===== src/dcid_pkg.sv =====
// constants shared by the instruction decoder: layout, classes, register map
package dcid_pkg;
	// instruction word geometry
	localparam int WORD_W        = 24;
	localparam int OPC_LSB       = 16;
	localparam int OPC_W         = 8;
	// operand field positions inside the low 16 bits
	localparam int BASE_LSB      = 12;
	localparam int SRC_LSB       = 8;
	localparam int SRC_MODE_LSB  = 6;
	localparam int DST_LSB       = 2;
	localparam int DST_MODE_LSB  = 0;
	localparam int FILE_LSB      = 0;
	localparam int FILE_DST_BIT  = 13;
	localparam int LITU_LSB      = 4;
	localparam int LITS10_LSB    = 4;
	localparam int BITPOS_LSB    = 12;
	localparam int ACC_BIT       = 15;
	localparam int XPF_LSB       = 11;
	localparam int YPF_LSB       = 7;
	localparam int AWB_LSB       = 5;
	localparam int WPAIR_LSB     = 2;
	localparam int ADDR_HI_W     = 7;
	// opcode bit that selects byte mode, three cycles, the shadow set or a logic op
	localparam int BYTE_BIT      = 0;
	localparam int LONG_BIT      = 0;
	localparam int SHADOW_BIT    = 1;
	localparam int LOGIC_BIT     = 3;
	// instruction classes, taken from the upper opcode nibble
	localparam logic [3:0] CLS_NOP    = 4'h0;
	localparam logic [3:0] CLS_FILE_OP_DEFAULT_WORKING_REG   = 4'h1;
	localparam logic [3:0] CLS_FILE   = 4'h2;
	localparam logic [3:0] CLS_LITU   = 4'h3;
	localparam logic [3:0] CLS_LITS16 = 4'h4;
	localparam logic [3:0] CLS_LITS10 = 4'h5;
	localparam logic [3:0] CLS_BIT    = 4'h6;
	localparam logic [3:0] CLS_MAC    = 4'h7;
	localparam logic [3:0] CLS_BRANCH = 4'h8;
	localparam logic [3:0] CLS_CONDBR = 4'h9;
	localparam logic [3:0] CLS_SKIP   = 4'ha;
	localparam logic [3:0] CLS_TABLE  = 4'hb;
	localparam logic [3:0] CLS_RETURN = 4'hc;
	localparam logic [3:0] CLS_DWMOVE = 4'hd;
	localparam logic [3:0] CLS_TWOW   = 4'he;
	// number of distinct two-word instructions in the two-word class
	localparam logic [3:0] TWOW_COUNT = 4'h3;
	localparam logic [7:0] SECOND_TOP = 8'h00;
	localparam logic [9:0] BYTE_LIT_MAX = 10'h0ff;
	// cycle counts
	localparam logic [1:0] CYC_1 = 2'h1;
	localparam logic [1:0] CYC_2 = 2'h2;
	localparam logic [1:0] CYC_3 = 2'h3;
	// operand size codes
	localparam logic [1:0] SIZE_WORD   = 2'h0;
	localparam logic [1:0] SIZE_BYTE   = 2'h1;
	localparam logic [1:0] SIZE_DOUBLE = 2'h2;
	// integer flag mask bit positions
	localparam int FL_C  = 4;
	localparam int FL_DC = 3;
	localparam int FL_N  = 2;
	localparam int FL_OV = 1;
	localparam int FL_Z  = 0;
	// accumulator flag mask bit positions
	localparam int FL_OA = 3;
	localparam int FL_OB = 2;
	localparam int FL_SA = 1;
	localparam int FL_SB = 0;
	// sticky error bit positions
	localparam int ERR_SECOND  = 0;
	localparam int ERR_LITRNG  = 1;
	localparam int ERR_ODDADDR = 2;
	localparam int ERR_ILLEGAL = 3;
	// register byte offsets
	localparam logic [7:0] OFF_CTRL   = 8'h00;
	localparam logic [7:0] OFF_STATUS = 8'h04;
	localparam logic [7:0] OFF_LAST   = 8'h08;
	localparam logic [7:0] OFF_COUNT  = 8'h0c;
	localparam logic [7:0] OFF_TARGET = 8'h10;
	// values after reset
	localparam logic       RST_ENABLE = 1'b1;
endpackage : dcid_pkg


===== src/dcid_decoder.sv =====
// instruction decoder with fetch port and apb register slave
// Function
// - 24-bit word, top 8 bits opcode
// - exactly three instructions take two words
// - two-word operands from 48 bits, zero top
// - lone second word executes as nop
// - one cycle, two when taken or pc changes
// - branches, tables, returns take two or three
// - taken skip: two or three by skipped size
// - double moves and two-word instructions: two cycles
// - word ops: base, second source, result operands
// - file ops: address, destination file or w0
// - file address covers 0 to 0x1fff
// - unsigned ten-bit literal: byte limit 255
// - program address literal forced even once both words are in
// - signed literals sign-extended, ten and sixteen bits
// - four-bit bit position field
// - write-back: w13 or [w13] post-increment two
// - integer ops update c, dc, n, ov, z
// - dsp ops update per-accumulator overflow, saturate
// - size suffix byte, word, double; shadow select
// - mac names accumulator, operands, prefetch, write-back
//
// The APB slave port and the placing of the registers were chosen for this implementation.
`timescale 1ns/100ps
module dcid_decoder #(
	parameter int ADDR_W  = 8,
	parameter int COUNT_W = 16
) (
	input  wire logic                clock,
	input  wire logic                rst_n,
	// apb slave
	input  wire logic                psel,
	input  wire logic                penable,
	input  wire logic                pwrite,
	input  wire logic [ADDR_W-1:0]   paddr,
	input  wire logic [31:0]         pwdata,
	output logic      [31:0]         prdata,
	output logic                     pready,
	output logic                     pslverr,
	// fetch path from program memory
	input  wire logic [23:0]         fetchWord,
	input  wire logic                fetchValid,
	input  wire logic                condTrue,
	// decoded instruction
	output logic                     decValid,
	output logic      [7:0]          decOpcode,
	output logic      [3:0]          decClass,
	output logic      [1:0]          decCycles,
	output logic      [1:0]          sizeSel,
	output logic                     shadowSel,
	output logic      [3:0]          baseSourceRegister,
	output logic      [3:0]          secondSourceRegister,
	output logic      [1:0]          secondSourceMode,
	output logic      [3:0]          resultRegister,
	output logic      [1:0]          resultMode,
	output logic      [12:0]         fileAddress,
	output logic                     fileOpDefaultWorkingReg,
	output logic      [9:0]          tenBitUnsignedLiteral,
	output logic      [15:0]         signedLiteral,
	output logic      [22:0]         programAddressLiteral,
	output logic      [3:0]          bitPositionField,
	output logic                     accSelB,
	output logic      [3:0]          xPrefetch,
	output logic      [3:0]          yPrefetch,
	output logic      [1:0]          accWritebackTarget,
	output logic      [2:0]          mulPair,
	output logic      [4:0]          intFlagMask,
	output logic      [3:0]          dspFlagMask
);

	// sequencer: decode, second word, skip
	typedef enum logic [1:0] {
		DCID_IDLE    = 2'h0,
		DCID_SECOND  = 2'h1,
		DCID_SKIP    = 2'h3,
		DCID_SKIP2   = 2'h2
	} dcid_fsm_e;

	// bus, status and last decode in one record
	typedef struct packed {
		dcid_fsm_e          fsm;
		logic               enable;
		logic [3:0]         err;
		logic [COUNT_W-1:0] count;
		logic               pready;
		logic [31:0]        prdata;
		logic               pslverr;
		logic               valid;
		logic [7:0]         opcode;
		logic [3:0]         iclass;
		logic [1:0]         cycles;
		logic [1:0]         size;
		logic               shadow;
		logic [3:0]         base;
		logic [3:0]         src;
		logic [1:0]         srcMode;
		logic [3:0]         dst;
		logic [1:0]         dstMode;
		logic [12:0]        file;
		logic               fileToW0;
		logic [9:0]         litU;
		logic [15:0]        litS;
		logic [22:0]        progAddr;
		logic [3:0]         bitPos;
		logic               accB;
		logic [3:0]         xpf;
		logic [3:0]         ypf;
		logic [1:0]         acc_writeback_target;
		logic [2:0]         pair;
		logic [4:0]         intMask;
		logic [3:0]         dspMask;
	} dcid_state_s;

	dcid_state_s r;
	dcid_state_s next_r;

	// parameters the register map and counters cannot serve
	if (ADDR_W < 5 || ADDR_W > 8 || COUNT_W < 1 || COUNT_W > 32) begin : gBadParam
		$error("dcid_decoder: ADDR_W must be 5..8 and COUNT_W 1..32");
	end

	logic [7:0]  regAddr;
	logic [7:0]  op;
	logic [3:0]  cls;
	logic        take;
	logic        hit;
	logic [31:0] readData;
	logic [3:0]  errSet;
	logic [3:0]  errClr;
	logic        twoWordOp;

	assign regAddr = 8'(paddr);
	assign op      = fetchWord[dcid_pkg::OPC_LSB +: dcid_pkg::OPC_W];
	assign cls     = op[7:4];
	// disabled: fields and sequencer untouched
	assign take    = fetchValid & r.enable;
	// only the first three codes of the two-word class are real
	// the rest fall to the illegal branch
	assign twoWordOp = (cls == dcid_pkg::CLS_TWOW) && (op[3:0] < dcid_pkg::TWOW_COUNT);

	// register read mux; unmapped addresses read zero with an error
	always_comb begin
		hit      = 1'b1;
		readData = 32'h0;
		unique case (regAddr)
			dcid_pkg::OFF_CTRL:   readData = {31'h0, r.enable};
			dcid_pkg::OFF_STATUS: readData = {28'h0, r.err};
			dcid_pkg::OFF_LAST:   readData = {18'h0, r.cycles, r.iclass, r.opcode};
			dcid_pkg::OFF_COUNT:  readData = 32'(r.count);
			dcid_pkg::OFF_TARGET: readData = {9'h0, r.progAddr};
			default:              hit = 1'b0;
		endcase
	end

	// next state: bus slave, sticky errors and the decode sequencer
	always_comb begin
		next_r       = r;
		next_r.valid = 1'b0;
		next_r.pready  = 1'b0;
		next_r.pslverr = 1'b0;
		errSet = 4'h0;
		errClr = 4'h0;

		// one wait state keeps prdata a registered output
		if (psel && penable && !r.pready) begin
			next_r.pready  = 1'b1;
			next_r.prdata  = readData;
			next_r.pslverr = ~hit;
		end
		// writes land only at the completing edge
		if (psel && penable && r.pready && pwrite && hit) begin
			if (regAddr == dcid_pkg::OFF_CTRL) begin
				next_r.enable = pwdata[0];
			end
			if (regAddr == dcid_pkg::OFF_STATUS) begin
				errClr = pwdata[3:0];
			end
		end

		unique case (r.fsm)
			DCID_IDLE: begin
				if (take) begin
					// fields latched raw for every class
					next_r.opcode   = op;
					next_r.iclass   = cls;
					// operand fields, meaning depends on class
					next_r.base     = fetchWord[dcid_pkg::BASE_LSB +: 4];
					next_r.src      = fetchWord[dcid_pkg::SRC_LSB +: 4];
					next_r.srcMode  = fetchWord[dcid_pkg::SRC_MODE_LSB +: 2];
					next_r.dst      = fetchWord[dcid_pkg::DST_LSB +: 4];
					next_r.dstMode  = fetchWord[dcid_pkg::DST_MODE_LSB +: 2];
					next_r.file     = fetchWord[dcid_pkg::FILE_LSB +: 13];
					next_r.fileToW0 = fetchWord[dcid_pkg::FILE_DST_BIT];
					next_r.litU     = fetchWord[dcid_pkg::LITU_LSB +: 10];
					next_r.bitPos   = fetchWord[dcid_pkg::BITPOS_LSB +: 4];
					next_r.accB     = fetchWord[dcid_pkg::ACC_BIT];
					next_r.xpf      = fetchWord[dcid_pkg::XPF_LSB +: 4];
					next_r.ypf      = fetchWord[dcid_pkg::YPF_LSB +: 4];
					next_r.acc_writeback_target      = fetchWord[dcid_pkg::AWB_LSB +: 2];
					next_r.pair     = fetchWord[dcid_pkg::WPAIR_LSB +: 3];
					// sign extension of the two signed literal forms
					if (cls == dcid_pkg::CLS_LITS10) begin
						next_r.litS = {{6{fetchWord[dcid_pkg::LITS10_LSB + 9]}},
							fetchWord[dcid_pkg::LITS10_LSB +: 10]};
					end else begin
						next_r.litS = fetchWord[15:0];
					end
					// size suffix: word unless byte bit or double move
					if (cls == dcid_pkg::CLS_DWMOVE) begin
						next_r.size = dcid_pkg::SIZE_DOUBLE;
					end else if (op[dcid_pkg::BYTE_BIT]) begin
						next_r.size = dcid_pkg::SIZE_BYTE;
					end else begin
						next_r.size = dcid_pkg::SIZE_WORD;
					end
					next_r.shadow = (cls == dcid_pkg::CLS_RETURN) && op[dcid_pkg::SHADOW_BIT];
					// integer flags: logic ops touch only n and z
					next_r.intMask = 5'h00;
					if (cls == dcid_pkg::CLS_FILE_OP_DEFAULT_WORKING_REG || cls == dcid_pkg::CLS_FILE ||
						cls == dcid_pkg::CLS_LITU || cls == dcid_pkg::CLS_LITS10) begin
						next_r.intMask[dcid_pkg::FL_N] = 1'b1;
						next_r.intMask[dcid_pkg::FL_Z] = 1'b1;
						if (!op[dcid_pkg::LOGIC_BIT]) begin
							next_r.intMask[dcid_pkg::FL_C]  = 1'b1;
							next_r.intMask[dcid_pkg::FL_DC] = 1'b1;
							next_r.intMask[dcid_pkg::FL_OV] = 1'b1;
						end
					end
					// accumulator flags belong to the selected accumulator only
					next_r.dspMask = 4'h0;
					if (cls == dcid_pkg::CLS_MAC) begin
						if (fetchWord[dcid_pkg::ACC_BIT]) begin
							next_r.dspMask[dcid_pkg::FL_OB] = 1'b1;
							next_r.dspMask[dcid_pkg::FL_SB] = 1'b1;
						end else begin
							next_r.dspMask[dcid_pkg::FL_OA] = 1'b1;
							next_r.dspMask[dcid_pkg::FL_SA] = 1'b1;
						end
					end
					if (cls == dcid_pkg::CLS_LITU && op[dcid_pkg::BYTE_BIT] &&
						fetchWord[dcid_pkg::LITU_LSB +: 10] > dcid_pkg::BYTE_LIT_MAX) begin
						errSet[dcid_pkg::ERR_LITRNG] = 1'b1;
					end
					// cycle count and sequencing per class
					next_r.valid  = 1'b1;
					next_r.cycles = dcid_pkg::CYC_1;
					unique case (cls)
						dcid_pkg::CLS_CONDBR: begin
							next_r.cycles = condTrue ? dcid_pkg::CYC_2 : dcid_pkg::CYC_1;
						end
						dcid_pkg::CLS_BRANCH, dcid_pkg::CLS_TABLE, dcid_pkg::CLS_RETURN: begin
							next_r.cycles = op[dcid_pkg::LONG_BIT] ? dcid_pkg::CYC_3 : dcid_pkg::CYC_2;
						end
						dcid_pkg::CLS_DWMOVE: begin
							next_r.cycles = dcid_pkg::CYC_2;
						end
						dcid_pkg::CLS_SKIP: begin
							// cost of a taken skip depends on the next word
							if (condTrue) begin
								next_r.valid = 1'b0;
								next_r.fsm   = DCID_SKIP;
							end
						end
						dcid_pkg::CLS_TWOW: begin
							if (twoWordOp) begin
								next_r.valid    = 1'b0;
								next_r.progAddr = {7'h00, fetchWord[15:0]};
								next_r.fsm      = DCID_SECOND;
							end else begin
								errSet[dcid_pkg::ERR_ILLEGAL] = 1'b1;
							end
						end
						dcid_pkg::CLS_NOP: begin
							// a lone second word lands here: no effect at all
							next_r.intMask = 5'h00;
						end
						dcid_pkg::CLS_FILE_OP_DEFAULT_WORKING_REG, dcid_pkg::CLS_FILE, dcid_pkg::CLS_LITU,
						dcid_pkg::CLS_LITS16, dcid_pkg::CLS_LITS10, dcid_pkg::CLS_BIT,
						dcid_pkg::CLS_MAC: begin
							next_r.cycles = dcid_pkg::CYC_1;
						end
						default: begin
							errSet[dcid_pkg::ERR_ILLEGAL] = 1'b1;
						end
					endcase
				end
			end
			DCID_SECOND: begin
				if (take) begin
					// second word must have a zero opcode byte
					if (op != dcid_pkg::SECOND_TOP) begin
						errSet[dcid_pkg::ERR_SECOND] = 1'b1;
					end
					// odd check sees the first word itself
					if (r.progAddr[0]) begin
						errSet[dcid_pkg::ERR_ODDADDR] = 1'b1;
					end
					// 23-bit target from both words, forced even
					next_r.progAddr = {fetchWord[dcid_pkg::ADDR_HI_W-1:0], r.progAddr[15:1], 1'b0};
					next_r.cycles   = dcid_pkg::CYC_2;
					next_r.valid    = 1'b1;
					next_r.fsm      = DCID_IDLE;
				end
			end
			DCID_SKIP: begin
				if (take) begin
					// the skipped word is consumed, not decoded
					// a two-word victim costs a third cycle
					if (twoWordOp) begin
						next_r.cycles = dcid_pkg::CYC_3;
						next_r.fsm    = DCID_SKIP2;
					end else begin
						next_r.cycles = dcid_pkg::CYC_2;
						next_r.fsm    = DCID_IDLE;
					end
					next_r.valid = 1'b1;
				end
			end
			DCID_SKIP2: begin
				// swallow the second word of the skipped instruction
				if (take) begin
					next_r.fsm = DCID_IDLE;
				end
			end
		endcase

		// sticky errors: a set in the clearing cycle wins
		next_r.err = (r.err & ~errClr) | errSet;
		// count wraps; software reads differences
		if (next_r.valid) begin
			next_r.count = r.count + COUNT_W'(1);
		end
	end

	// state register
	// enable comes up set: no setup write needed
	always_ff @(posedge clock or negedge rst_n) begin
		if (!rst_n) begin
			r        <= '0;
			r.fsm    <= DCID_IDLE;
			r.enable <= dcid_pkg::RST_ENABLE;
		end else begin
			r <= next_r;
		end
	end

	// outputs straight from the state register
	assign prdata                  = r.prdata;
	assign pready                  = r.pready;
	assign pslverr                 = r.pslverr;
	assign decValid                = r.valid;
	assign decOpcode               = r.opcode;
	assign decClass                = r.iclass;
	assign decCycles               = r.cycles;
	assign sizeSel                 = r.size;
	assign shadowSel               = r.shadow;
	assign baseSourceRegister      = r.base;
	assign secondSourceRegister    = r.src;
	assign secondSourceMode        = r.srcMode;
	assign resultRegister          = r.dst;
	assign resultMode              = r.dstMode;
	assign fileAddress             = r.file;
	assign fileOpDefaultWorkingReg = r.fileToW0;
	assign tenBitUnsignedLiteral   = r.litU;
	assign signedLiteral           = r.litS;
	assign programAddressLiteral   = r.progAddr;
	assign bitPositionField        = r.bitPos;
	assign accSelB                 = r.accB;
	assign xPrefetch               = r.xpf;
	assign yPrefetch               = r.ypf;
	assign accWritebackTarget      = r.acc_writeback_target;
	assign mulPair                 = r.pair;
	assign intFlagMask             = r.intMask;
	assign dspFlagMask             = r.dspMask;

endmodule : dcid_decoder


===== config.mk =====
export PLATFORM = sky130hd
export DESIGN_NAME = dcid_decoder
export DESIGN_NICKNAME = d
export VERILOG_FILES = /design/src/dcid_pkg.sv /design/src/dcid_decoder.sv
export SDC_FILE = /design/constraint.sdc
export NUM_CORES = 1
export LEC_CHECK = 0
export ABC_AREA = 1
export BUFFER_PORTS_ARGS = -buffer_cell sky130_fd_sc_hd__buf_2
export CORE_MARGIN = 3
export CORE_UTILIZATION = 46
export CTS_CLUSTER_DIAMETER = 40
export DETAILED_ROUTE_END_ITERATION = 6
export PLACE_DENSITY = 0.87
export SLEW_MARGIN = 20
export SYNTH_ARGS = -nofsm -noshare
export SYNTH_HDL_FRONTEND = slang
export SYNTH_SLANG_ARGS = --single-unit

===== constraint.sdc =====
create_clock -name clock -period 1.6 [get_ports clock]
set_input_delay 0.16 -clock clock [delete_from_list [all_inputs] [get_ports clock]]
set_output_delay 0.16 -clock clock [all_outputs]
set_load 0.02 [all_outputs]

### Word-level counts from Yosys, hierarchy flattened

Index checks and enable logic that the tools add are counted.

* register bits: 177
* output and inout port bits: 158
* word-level logic and storage cells: 152

* $add $sub $neg: 1
* order comparisons: 2
* eq/ne operators: 30
* mux-type cells: 52
* bitwise operators: 6
* reductions and logical operators: 30

Operators with widths (number)
* 124-bit 2-to-1 mux: 1
* 23-bit one-hot mux with 5 select lines: 1
* 23-bit 2-to-1 mux: 3
* 23-bit one-hot mux with 2 select lines: 1
* 34-bit 2-to-1 mux: 1
* 4-bit == test, second input constant: 7
* 2-bit 2-to-1 mux: 11
* 1-bit 2-to-1 mux: 21
* 2-bit one-hot mux with 3 select lines: 3
* 16-bit by 1-bit adder with 16-bit output, second input constant: 1
* 4-bit by 3-bit == test with 1-bit output, second input constant: 4
* 8-bit by 4-bit == test with 1-bit output, second input constant: 2
* 16-bit 2-to-1 mux: 1
* 14-bit OR reduction: 1
* 4-bit 2-to-1 mux: 3
* 10-bit by 8-bit greater-than comparator with 1-bit output, second input constant: 1
* 5-bit 2-to-1 mux: 2
* 2-bit != test, second input constant: 5
* 5-bit AND reduction: 2
* 1-bit logical AND: 9
* 4-bit by 2-bit == test with 1-bit output, second input constant: 2
* 8-bit by 3-bit == test with 1-bit output, second input constant: 1
* 8-bit by 5-bit == test with 1-bit output, second input constant: 1
* 8-bit logical NOT: 1
* other kinds (27): 36

### Depth between registers and ports, before layout

Gate-level depths: netlist of run 1.

* depth after elaboration: 8
* gate-level depth with buffers: 11
* gate-level depth less buffers: 10

### Worst setup path after synthesis of run 1

OpenSTA, ideal clock, no wires.

* path kind: register to register
* start: reg r[179] (netlist bit)
* end: reg r[170] (netlist bit)
* library setup time: 0.117 ns
* data arrival time: 1.474 ns
* data required time: 1.483 ns
* slack: 0.009 ns
* stages on the path, launching flop included: 11
* path buffers: 1
* period minus slack after synthesis: 1.591 ns
* path through: dfrtp_1 -> inv_1 -> ha_1 -> inv_1 -> nor2_8 -> nand2_2 -> nand2_4 -> nand2_4 -> buf_6 -> nand2_1 -> nand2_1

* cells in the longest elaborated chain, start to end: 3

Ends and longest elaborated chain
* from (decl): line dcid_decoder.sv:115 `dcid_state_s r;`
* from (signal assigned): line dcid_decoder.sv:344 `r <= next_r;`
* 2-bit == test or 2-bit by 1-bit == test with 1-bit output (tied branches): line dcid_decoder.sv:181 `unique case (r.fsm)`
* 2-bit OR reduction (no line)
* 1-bit one-hot mux with 2 select lines *: line dcid_decoder.sv:181

Mark *: on every way between the ends. The rest lies on a longest branch, timed or not.
A chain may end at the register's enable or synchronous reset.

### Worst setup path in the final report of run 1

* start: reg r[179] (netlist bit)
* end: reg r[161] (netlist bit)

Same word-level chain as after synthesis.

==> results of run 1 <==
==> cells by family after synthesis <==
group / synth area share
AO/OA/AOI/OAI: 0.0510
other: 0.000540
buffers and inverters: 0.206
XOR/XNOR: 0.00756
adder cells (fa/ha/maj): 0.0108
AND/OR/NAND/NOR: 0.291
flip-flops: 0.432
==> sequential cells by signal, summed over array words and instances (netlist names) <==
| name | flops |
|---|---|
| prdata | 23 |
| r | 23 |
| resultMode | 1 |
| resultRegister | 3 |
| shadowSel | 1 |
| decValid | 1 |
| signedLiteral | 16 |
| programAddressLiteral | 23 |
| fileAddress | 4 |
| dspFlagMask | 2 |
| decOpcode | 8 |
| decCycles | 2 |
| secondSourceRegister | 3 |
| secondSourceMode | 1 |
| intFlagMask | 2 |
| pready | 1 |
| sizeSel | 2 |
| pslverr | 1 |
| bitPositionField | 2 |
| tenBitUnsignedLiteral | 1 |
==> what timing repair did <==
item                                   in CTS  in global routing
gates resized for setup                     9                 15
setup endpoints to repair                  48                 68
hold buffers                                5                  0
pin swaps                                   2                  4
buffers inserted                            1                  3
endpoints found under the hold margin      25                  0
gates cloned                                0                  1
==> critical path: stages, from the launching register on <==
cell	delay, ns
sky130_fd_sc_hd__dfrtp_1	0.40
sky130_fd_sc_hd__inv_2	0.08
sky130_fd_sc_hd__buf_4	0.15
sky130_fd_sc_hd__ha_1	0.27
sky130_fd_sc_hd__inv_2	0.15
sky130_fd_sc_hd__buf_4	0.23
sky130_fd_sc_hd__nand3_1	0.10
sky130_fd_sc_hd__nand2_1	0.08
==> power by group <==
group | switching [mW] | internal, mW
sequential | 0.0637 | 3.10
combinational | 0.730 | 0.447
clock | 1.40 | 2.45
total | 2.20 | 5.99
==> metal layers <==
layer | vias up | share of wire | track usage
met4 | 2 | 0.027 | 0.0908
li1 | 2846 | - | -
met5 | - | 0.00048 | 0
met3 | 42 | 0.085 | 0.0681
met1 | 2813 | 0.41 | 0.280
met2 | 286 | 0.48 | 0.365
==> stage by stage <==
stage	instances	util	hold WS, ns
floorplan	904	-	-0.136
global placement	1132	0.491	0.114
detailed placement	1132	0.491	0.114
CTS	1169	0.539	0.00722
global route	1173	0.545	0.0101
finish	1173	0.545	0.0214
==> cells in the mapped netlist, types with 2 or more instances <==
cell / instances
sky130_fd_sc_hd__a21oi_1: 7
sky130_fd_sc_hd__buf_2: 8
sky130_fd_sc_hd__buf_4: 158
sky130_fd_sc_hd__buf_6: 2
sky130_fd_sc_hd__clkbuf_1: 8
sky130_fd_sc_hd__dfrtp_1: 119
sky130_fd_sc_hd__ha_1: 6
sky130_fd_sc_hd__inv_1: 38
sky130_fd_sc_hd__inv_2: 2
sky130_fd_sc_hd__nand2_1: 324
sky130_fd_sc_hd__nand2_2: 5
sky130_fd_sc_hd__nand2_4: 3
sky130_fd_sc_hd__nand3_1: 70
sky130_fd_sc_hd__nand4_1: 9
sky130_fd_sc_hd__nor2_1: 66
sky130_fd_sc_hd__nor2_2: 3
sky130_fd_sc_hd__nor2_4: 2
sky130_fd_sc_hd__nor3_1: 2
sky130_fd_sc_hd__o211ai_1: 5
sky130_fd_sc_hd__o21ai_0: 30
sky130_fd_sc_hd__o221ai_1: 9
sky130_fd_sc_hd__o22ai_1: 4
sky130_fd_sc_hd__xnor2_1: 2
sky130_fd_sc_hd__xor2_1: 4
==> cell type report <==
type	instances	area (um2)	share of cell area
Sequential cell	120	3000	0.377
Inverter	40	153	0.0191
Clock buffer	21	480	0.0602
Clock inverter	10	120	0.0151
Multi-Input combinational cell	567	2600	0.326
Timing Repair Buffer	231	1390	0.174
Tap cell	184	230	0.0289
==> cell usage in the layout, fill, tap and decap left out, types with 3 or more instances in the layout <==
master and n:
sky130_fd_sc_hd__a21oi_1 5, sky130_fd_sc_hd__ha_1 3, sky130_fd_sc_hd__conb_1 9, sky130_fd_sc_hd__nand2_1 320, sky130_fd_sc_hd__buf_12 7, sky130_fd_sc_hd__xor2_1 4, sky130_fd_sc_hd__o22ai_1 3, sky130_fd_sc_hd__nor2_1 64
sky130_fd_sc_hd__dfrtp_1 119, sky130_fd_sc_hd__clkbuf_8 4, sky130_fd_sc_hd__nand2_2 9, sky130_fd_sc_hd__o211ai_1 5, sky130_fd_sc_hd__inv_2 5, sky130_fd_sc_hd__o21ai_0 30, sky130_fd_sc_hd__clkinvlp_4 5, sky130_fd_sc_hd__nor2_2 5
sky130_fd_sc_hd__buf_2 190, sky130_fd_sc_hd__nand3_1 69, sky130_fd_sc_hd__buf_6 4, sky130_fd_sc_hd__clkbuf_16 18, sky130_fd_sc_hd__nand4_1 9, sky130_fd_sc_hd__o221ai_1 9, sky130_fd_sc_hd__buf_4 24, sky130_fd_sc_hd__inv_1 34
sky130_fd_sc_hd__dlygate4sd3_1 5
==> worst max-delay path by stage <==
stage	from	endpoint	slack, ns
6_report	r[179]	r[161]	0.07
5_1_grt	r[179]	r[160]	-0.02
4_1_cts	r[180]	r[175]	0.02
3_5_place_dp	r[180]	signedLiteral[11]	-0.06
3_3_place_gp	r[180]	programAddressLiteral[3]	0.03
2_1_floorplan	r[179]	r[170]	0.009
==> results by stage, run 1 <==
Run status:
- The flow ran to the end, and the final reports show no timing, DRC or antenna violations.

Critical path:
- The startpoint of the worst register-to-register path is r[179].
- The worst reg-to-reg path cell count is 7.
- By startpoint and endpoint, the worst setup path is classified as reg -> reg.
- The worst path required time is a little under 2 ns.
- The flop-to-flop setup slack is 0.07 ns.
- The type of element launching the critical path is a register.
- The endpoint of the lowest-slack register-to-register path is r[161].
- The worst setup path is captured at a register.
- Data arrives at the worst endpoint at between 1.5 and 2 ns.
- The worst-path maximum fanout is 13.

Yosys:
- The most used flip-flop cell after synthesis is sky130_fd_sc_hd__dfrtp_1.
- In the synthesized netlist, the number of instances is 896.
- Counting distinct cell types in the post-synthesis netlist gives 34.
- The Yosys step of the flow raised 0 warnings.
- The share of synthesized area in the top cell type comes to 0.429.
- The synthesized netlist occupies a cell area of between 6000 and 7000 um2.
- Of the synthesized area, sequential elements account for 0.432.
- The post-synthesis async set-or-reset flop share is 1.00.
- The number of synthesized flops with an enable pin is 0.
- After synthesis, the cell types taking the most area are sky130_fd_sc_hd__dfrtp_1, sky130_fd_sc_hd__nand2_1, sky130_fd_sc_hd__buf_4.
- Summed over all instances, the cell type with the most area after synthesis is sky130_fd_sc_hd__dfrtp_1.
- In this run, synthesis produced a sequential element count of 120.
- Dividing the synthesized area by the synthesized cell count gives a little under 8 um2.

Flow run:
- The tool flagged a number of max-cap violations equal to 0.

Global route:
- For this run, the total global-route usage over all layers was measured as 0.225.
- The via count of the first global-routing pass is 5722.
- For this run the aggregate overflow at the end of global routing stands at 0.
- The number of antenna violations at the first check in global routing was 1.
- The first-pass GRT wire length is around 29000 um.
- The pin count of the biggest net entering global routing is 41.

Hold path:
- The worst hold path was traced through 3 stages.
- The path with the worst hold slack has its endpoint at programAddressLiteral[18].
- The launch point of the worst hold path is fetchWord[2].
- The class of the worst hold path is in -> reg.

Power:
- Summed over all cells, the static leakage comes to 4.58 nW.
- The power density over the cells is ~1000 nW/um2.
- The sum of internal, switching and leakage power is about 8 mW.
- VDD sags by at most between 700 and 800 uV.

Timing:
- Setup slack closes at between 0.06 and 0.07 ns.
- At the pin with the least slew margin, the transition time is 0.760 ns.
- The clock arrives with roughly 0.0093 ns of skew.
- Setup violations remaining at the end of the flow were counted as 0.
- The relative max-transition margin is 0.493.
- The hold violation total from the final report is 0.
- The final worst-path cycle share is 0.956.
- The number of pins with negative max-slew slack in the final report came to 0.
- The minimum clock period after layout is 1.53 ns.
- The highest attainable clock frequency is roughly 0.65 GHz.
- Setup repair after global routing could not meet its margin everywhere.
- In the final timing run, aggregate negative setup slack is 0 ns.

Drt:
- The routed via count is between 5000 and 6000.
- The average wire per standard cell is ~16 um.
- In the routed layout, each cell is associated on average with a via count of between 5 and 6.
- Once detail routing completed, the nets flagged for antenna violations numbered 0.
- Before antenna repair, the detailed router went through 6 iterations.
- The DRC violation total after the first TritonRoute iteration is between 500 and 600.
- For this run, design rule violations remaining after detail routing come to 0.
- The routed design has 18700 um of wire.

Floorplan:
- In this run the horizontal extent of the chip is 129 um.
- The initial cell density of the core is 0.474.
- The floorplan step defined a core boundary enclosing 14600 um2.
- The floorplan step defined a die boundary enclosing 16600 um2.
- between 200 and 250 I/O pins were placed.
- The standard-cell row count is 44.
- The die height is ~130 um.

Clock network:
- After clock tree synthesis, the clock-pin slew on the worst setup and hold paths is ~0.06 ns.
- The root buffer selected by CTS is sky130_fd_sc_hd__clkbuf_16.
- In this run the deepest clock path goes through 2 buffers.
- The H-tree level count is 4.
- The tree built by TritonCTS fans out to 120 sinks.
- The clock insertion delay at the later pin of the skew report is 0.42 ns.
- Buffers inserted during clock tree synthesis total 17.
- The CTS tree is yes.

Placed design:
- The number of I/O port buffers is roughly 190.
- At the end of routability-driven placement, the weighted congestion stood at roughly 0.90.
- The post-placement worst setup slack is -0.0633 ns.
- The area of placed instances is about 7200 um2.
- The detailed-placement wirelength estimate is approximately 14000 um.

Cells and area:
- The share of final-layout standard cells stronger than drive strength 1 is 0.295.
- The number of nets in the final layout is 1054.
- The area growth from synthesis to layout is 14.8%.
- The count of fill cells added during filler insertion is between 1000 and 1500.
- The number of diodes is 0.
- The post-route cell area is about 8000 um2.
(Power assumes the default switching activity.)
==> inputs of run 2 (changes only) <==
--- a/config.mk
+++ b/config.mk
@@ -8,10 +8,11 @@
 export ABC_AREA = 1
 export BUFFER_PORTS_ARGS = -buffer_cell sky130_fd_sc_hd__buf_2
 export CORE_MARGIN = 3
-export CORE_UTILIZATION = 46
+export CORE_UTILIZATION = 55
 export CTS_CLUSTER_DIAMETER = 40
 export DETAILED_ROUTE_END_ITERATION = 6
-export PLACE_DENSITY = 0.87
+export MAX_ROUTING_LAYER = met4
+export PLACE_DENSITY = 0.95
 export SLEW_MARGIN = 20
 export SYNTH_ARGS = -nofsm -noshare
 export SYNTH_HDL_FRONTEND = slang
==> constraint.sdc (replaced) <==
create_clock -name clock -period 1.9 [get_ports clock]
set_input_delay 0.19 -clock clock [delete_from_list [all_inputs] [get_ports clock]]
set_output_delay 0.19 -clock clock [all_outputs]
set_load 0.02 [all_outputs]
==> run 2 against run 1 <==
Against the previous run:
- sequential share of layout area is 1.4 points higher
- fmax is 16% lower
- highest routed layer is now met4
- global-route usage is 4.9 points higher
- critical endpoint is now programAddressLiteral[19]
- via count is 2.5% higher
- clock power is 12% lower
- routed wire length is 0.66% higher
- non-clock buffer count is 20 lower
- clock skew is 0.00051 ns higher
- core utilization is 8.8 points higher
- final cell count is 3.0% lower
- sequential cell count stayed put
==> results by stage, run 2 (synthesis results as in run 1) <==
Cells and area:
- The non-filler instance count after layout is 1138.
- 0 antenna diodes ended up in the layout.
- The library cell used most frequently in the layout, excluding fill and tap cells, is sky130_fd_sc_hd__nand2_1.
- The count of fill cells added during filler insertion is 992.
- The area growth from synthesis to layout is 10.9%.
- The net count of the finished layout is 1034.
- At the end of the flow the core is filled with cells to 0.633.
- The top cell types in the final layout, fill and taps aside, are sky130_fd_sc_hd__nand2_1, sky130_fd_sc_hd__buf_2, sky130_fd_sc_hd__dfrtp_1, sky130_fd_sc_hd__nand3_1, sky130_fd_sc_hd__nor2_1.
- The share of final-layout standard cells stronger than drive strength 1 is 0.268.

Timing:
- The minimum clock period after layout is approximately 1.8 ns.
- Static timing analysis puts the maximum clock frequency at about 0.55 GHz.
- The worst-margin pin slew is 0.744 ns.
- The relative max-transition margin is 0.504.
- Of the available clock period, the critical path in the final layout requires 0.953.
- The minimum setup slack in the final design is between 0.08 and 0.09 ns.
- The hold violation total from the final report is 0.
- Setup violations remaining at the end of the flow were counted as 0.
- The clock arrives with a little under 0.01 ns of skew.
- The number of pins with negative max-slew slack in the final report came to 0.

Placed design:
- At the end of routability-driven placement, the weighted congestion stood at approximately 1.
- The detailed-placement wirelength estimate is 13400 um.
- Counting tap cells, the placed design contains a total of between 1000 and 1500 instances.
- Port buffering added around 190 buffers.
- Before CTS, the worst setup slack after placement is 0.0702 ns.

Floorplan:
- The initial cell density of the core is 0.571.
- The standard-cell row count is 40.
- The die is 118 um tall.
- The floorplan step set the die width to between 100 and 150 um.
- The die outline area is between 10000 and 15000 um2.
- The area of the placeable core is 12200 um2.
- The total I/O pin count is approximately 230.

Global route:
- Entering global routing, the biggest net connects about 60 pins.
- The number of antenna violations at the first check in global routing is 0.
- The via count of the first global-routing pass is between 5000 and 6000.
- After global routing the overflow that remains totals 0.
- The first-pass GRT wire length is around 30000 um.
- Across every metal layer, demand over resource in global routing totals 0.274.

Drt:
- Detailed routing inserted a total of between 6000 and 7000 vias.
- The count of unresolved DRC violations after routing is 0.
- The count of TritonRoute iterations in the first routing pass is 7.
- For this block, the routed nets add up to 18800 um of wire.
- The DRC violation total after the first TritonRoute iteration is between 600 and 700.
- The average wire per standard cell is 16.5 um.
- Using the TritonRoute via totals, the vias-per-cell ratio works out to ~5.4.
- The detail route stage leaves a number of antenna-violating nets equal to 0.

Critical path:
- The worst setup path is captured at a register.
- The type of element launching the critical path is a register.
- At the worst endpoint, the required time is around 2.3 ns.
- Of all nets on the critical path, the largest fanout is 9.
- For the worst setup path, the data arrival time is 2.17 ns.
- The critical path in this run is classified as reg -> reg.

Clock network:
- After clock tree synthesis, the clock-pin slew on the worst setup and hold paths is about 0.06 ns.
- The number of clock sinks seen by CTS is 120.
- Buffers inserted during clock tree synthesis total 17.
- The root buffer selected by CTS is sky130_fd_sc_hd__clkbuf_16.
- TritonCTS built the clock tree.
- The worst-case clock buffer depth is 2.
- The H-tree level count is 4.
- The clock insertion delay at the later pin of the skew report is 0.42 ns.

Power:
- Of the total power, the share spent switching nets is 0.274.
- For this design the total switching power over the nets is roughly 1.9 mW.
- The logic gate share of total power is 0.116.
- The share of total power in sequential cells is 0.390.
- The static leakage is roughly 4.5 nW.
- The worst voltage drop across the vdd grid is 565 uV.
- The portion of total power attributed to the clock network is 0.494.
- Dividing total power by cell area gives a power density of between 800 and 900 nW/um2.
- Cell internal power was estimated by the tool at 4.95 mW.
- The sum of internal, switching and leakage power is slightly below 7 mW.

Flow run:
- The tool flagged a number of max-cap violations equal to 0.

Run status:
- The run finished with clean final reports.

Hold path:
- In this run the worst hold path is classified as in -> reg.
[run 2: changes by cell type in the layout (fill, tap and decap cells not counted), sizes merged]
cell         previous run  this run
clkinv                  3         5
clkinvlp                5         0
dlygate4sd3             5         2
clkbuf                 22        18
bufinv                  2         3
buf                   225       209
inv                    40        46
[run 2: repair_timing]
item,in CTS,in global routing
gates resized for setup,0,2
endpoints found under the hold margin,22,0
buffers inserted,0,1
endpoints found under the setup margin,0,18
hold buffers,2,0
[run 2: metal layers]
metal / part of all wire / global-route usage
met5: 0 / -
met4: 0.039 / 0.125
met3: 0.088 / 0.0498
met2: 0.49 / 0.437
met1: 0.39 / 0.341
[run 2: layout make-up]
class | instances | area, um2 | share of cell area
Tap cell | 168 | 210 | 0.0273
Timing Repair Buffer | 211 | 1180 | 0.153
Multi-Input combinational cell | 567 | 2550 | 0.331
Inverter | 40 | 150 | 0.0195
Clock inverter | 14 | 185 | 0.0240
Clock buffer | 18 | 429 | 0.0557
Sequential cell | 120 | 3000 | 0.390
[run 2: final timing paths]
check / from / endpoint / slack [ns] / depth (start not counted)
max: r[180] / programAddressLiteral[19] / 0.09 / 7
min reg2reg: sizeSel[1] / sizeSel[1] / 0.47 / 2
max in group asynchronous: rst_n / secondSourceRegister[2] / 1.06 / 3
min in group asynchronous: rst_n / prdata[8] / 0.23 / 2
min: pwdata[0] / r[178] / 0.01 / 3
max reg2reg: r[180] / programAddressLiteral[19] / 0.09 / 7
[run 2: critical path: stages (launching register included)]
cell and delay, ns:
sky130_fd_sc_hd__dfrtp_1 0.40, sky130_fd_sc_hd__inv_1 0.11, sky130_fd_sc_hd__ha_2 0.21, sky130_fd_sc_hd__inv_1 0.20
sky130_fd_sc_hd__nand3_2 0.23, sky130_fd_sc_hd__nand2_1 0.33, sky130_fd_sc_hd__nand3_1 0.18, sky130_fd_sc_hd__nand2_1 0.09
[run 2: stage by stage]
stage | cell area (um2) | TNS [ns] | hold WS (ns)
global placement | 7050 | 0 | 0.118
finish | 7700 | 0 | 0.0133
detailed placement | 7050 | 0 | 0.118
global route | 7700 | -0.0369 | 0.0140
CTS | 7690 | 0 | 0.00659
floorplan | 6980 | 0 | -0.106
[run 2: power groups by stage]
| stage | Clock [mW] | Combinational [mW] | Sequential [mW] |
|---|---|---|---|
| 2_1_floorplan | 0 | 0.507 | 2.69 |
| 3_3_place_gp | 0 | 0.732 | 2.69 |
| 3_5_place_dp | 0 | 0.751 | 2.70 |
| 4_1_cts | 3.38 | 0.775 | 2.65 |
| 5_1_grt | 3.52 | 0.878 | 2.66 |
| 6_report | 3.37 | 0.790 | 2.66 |
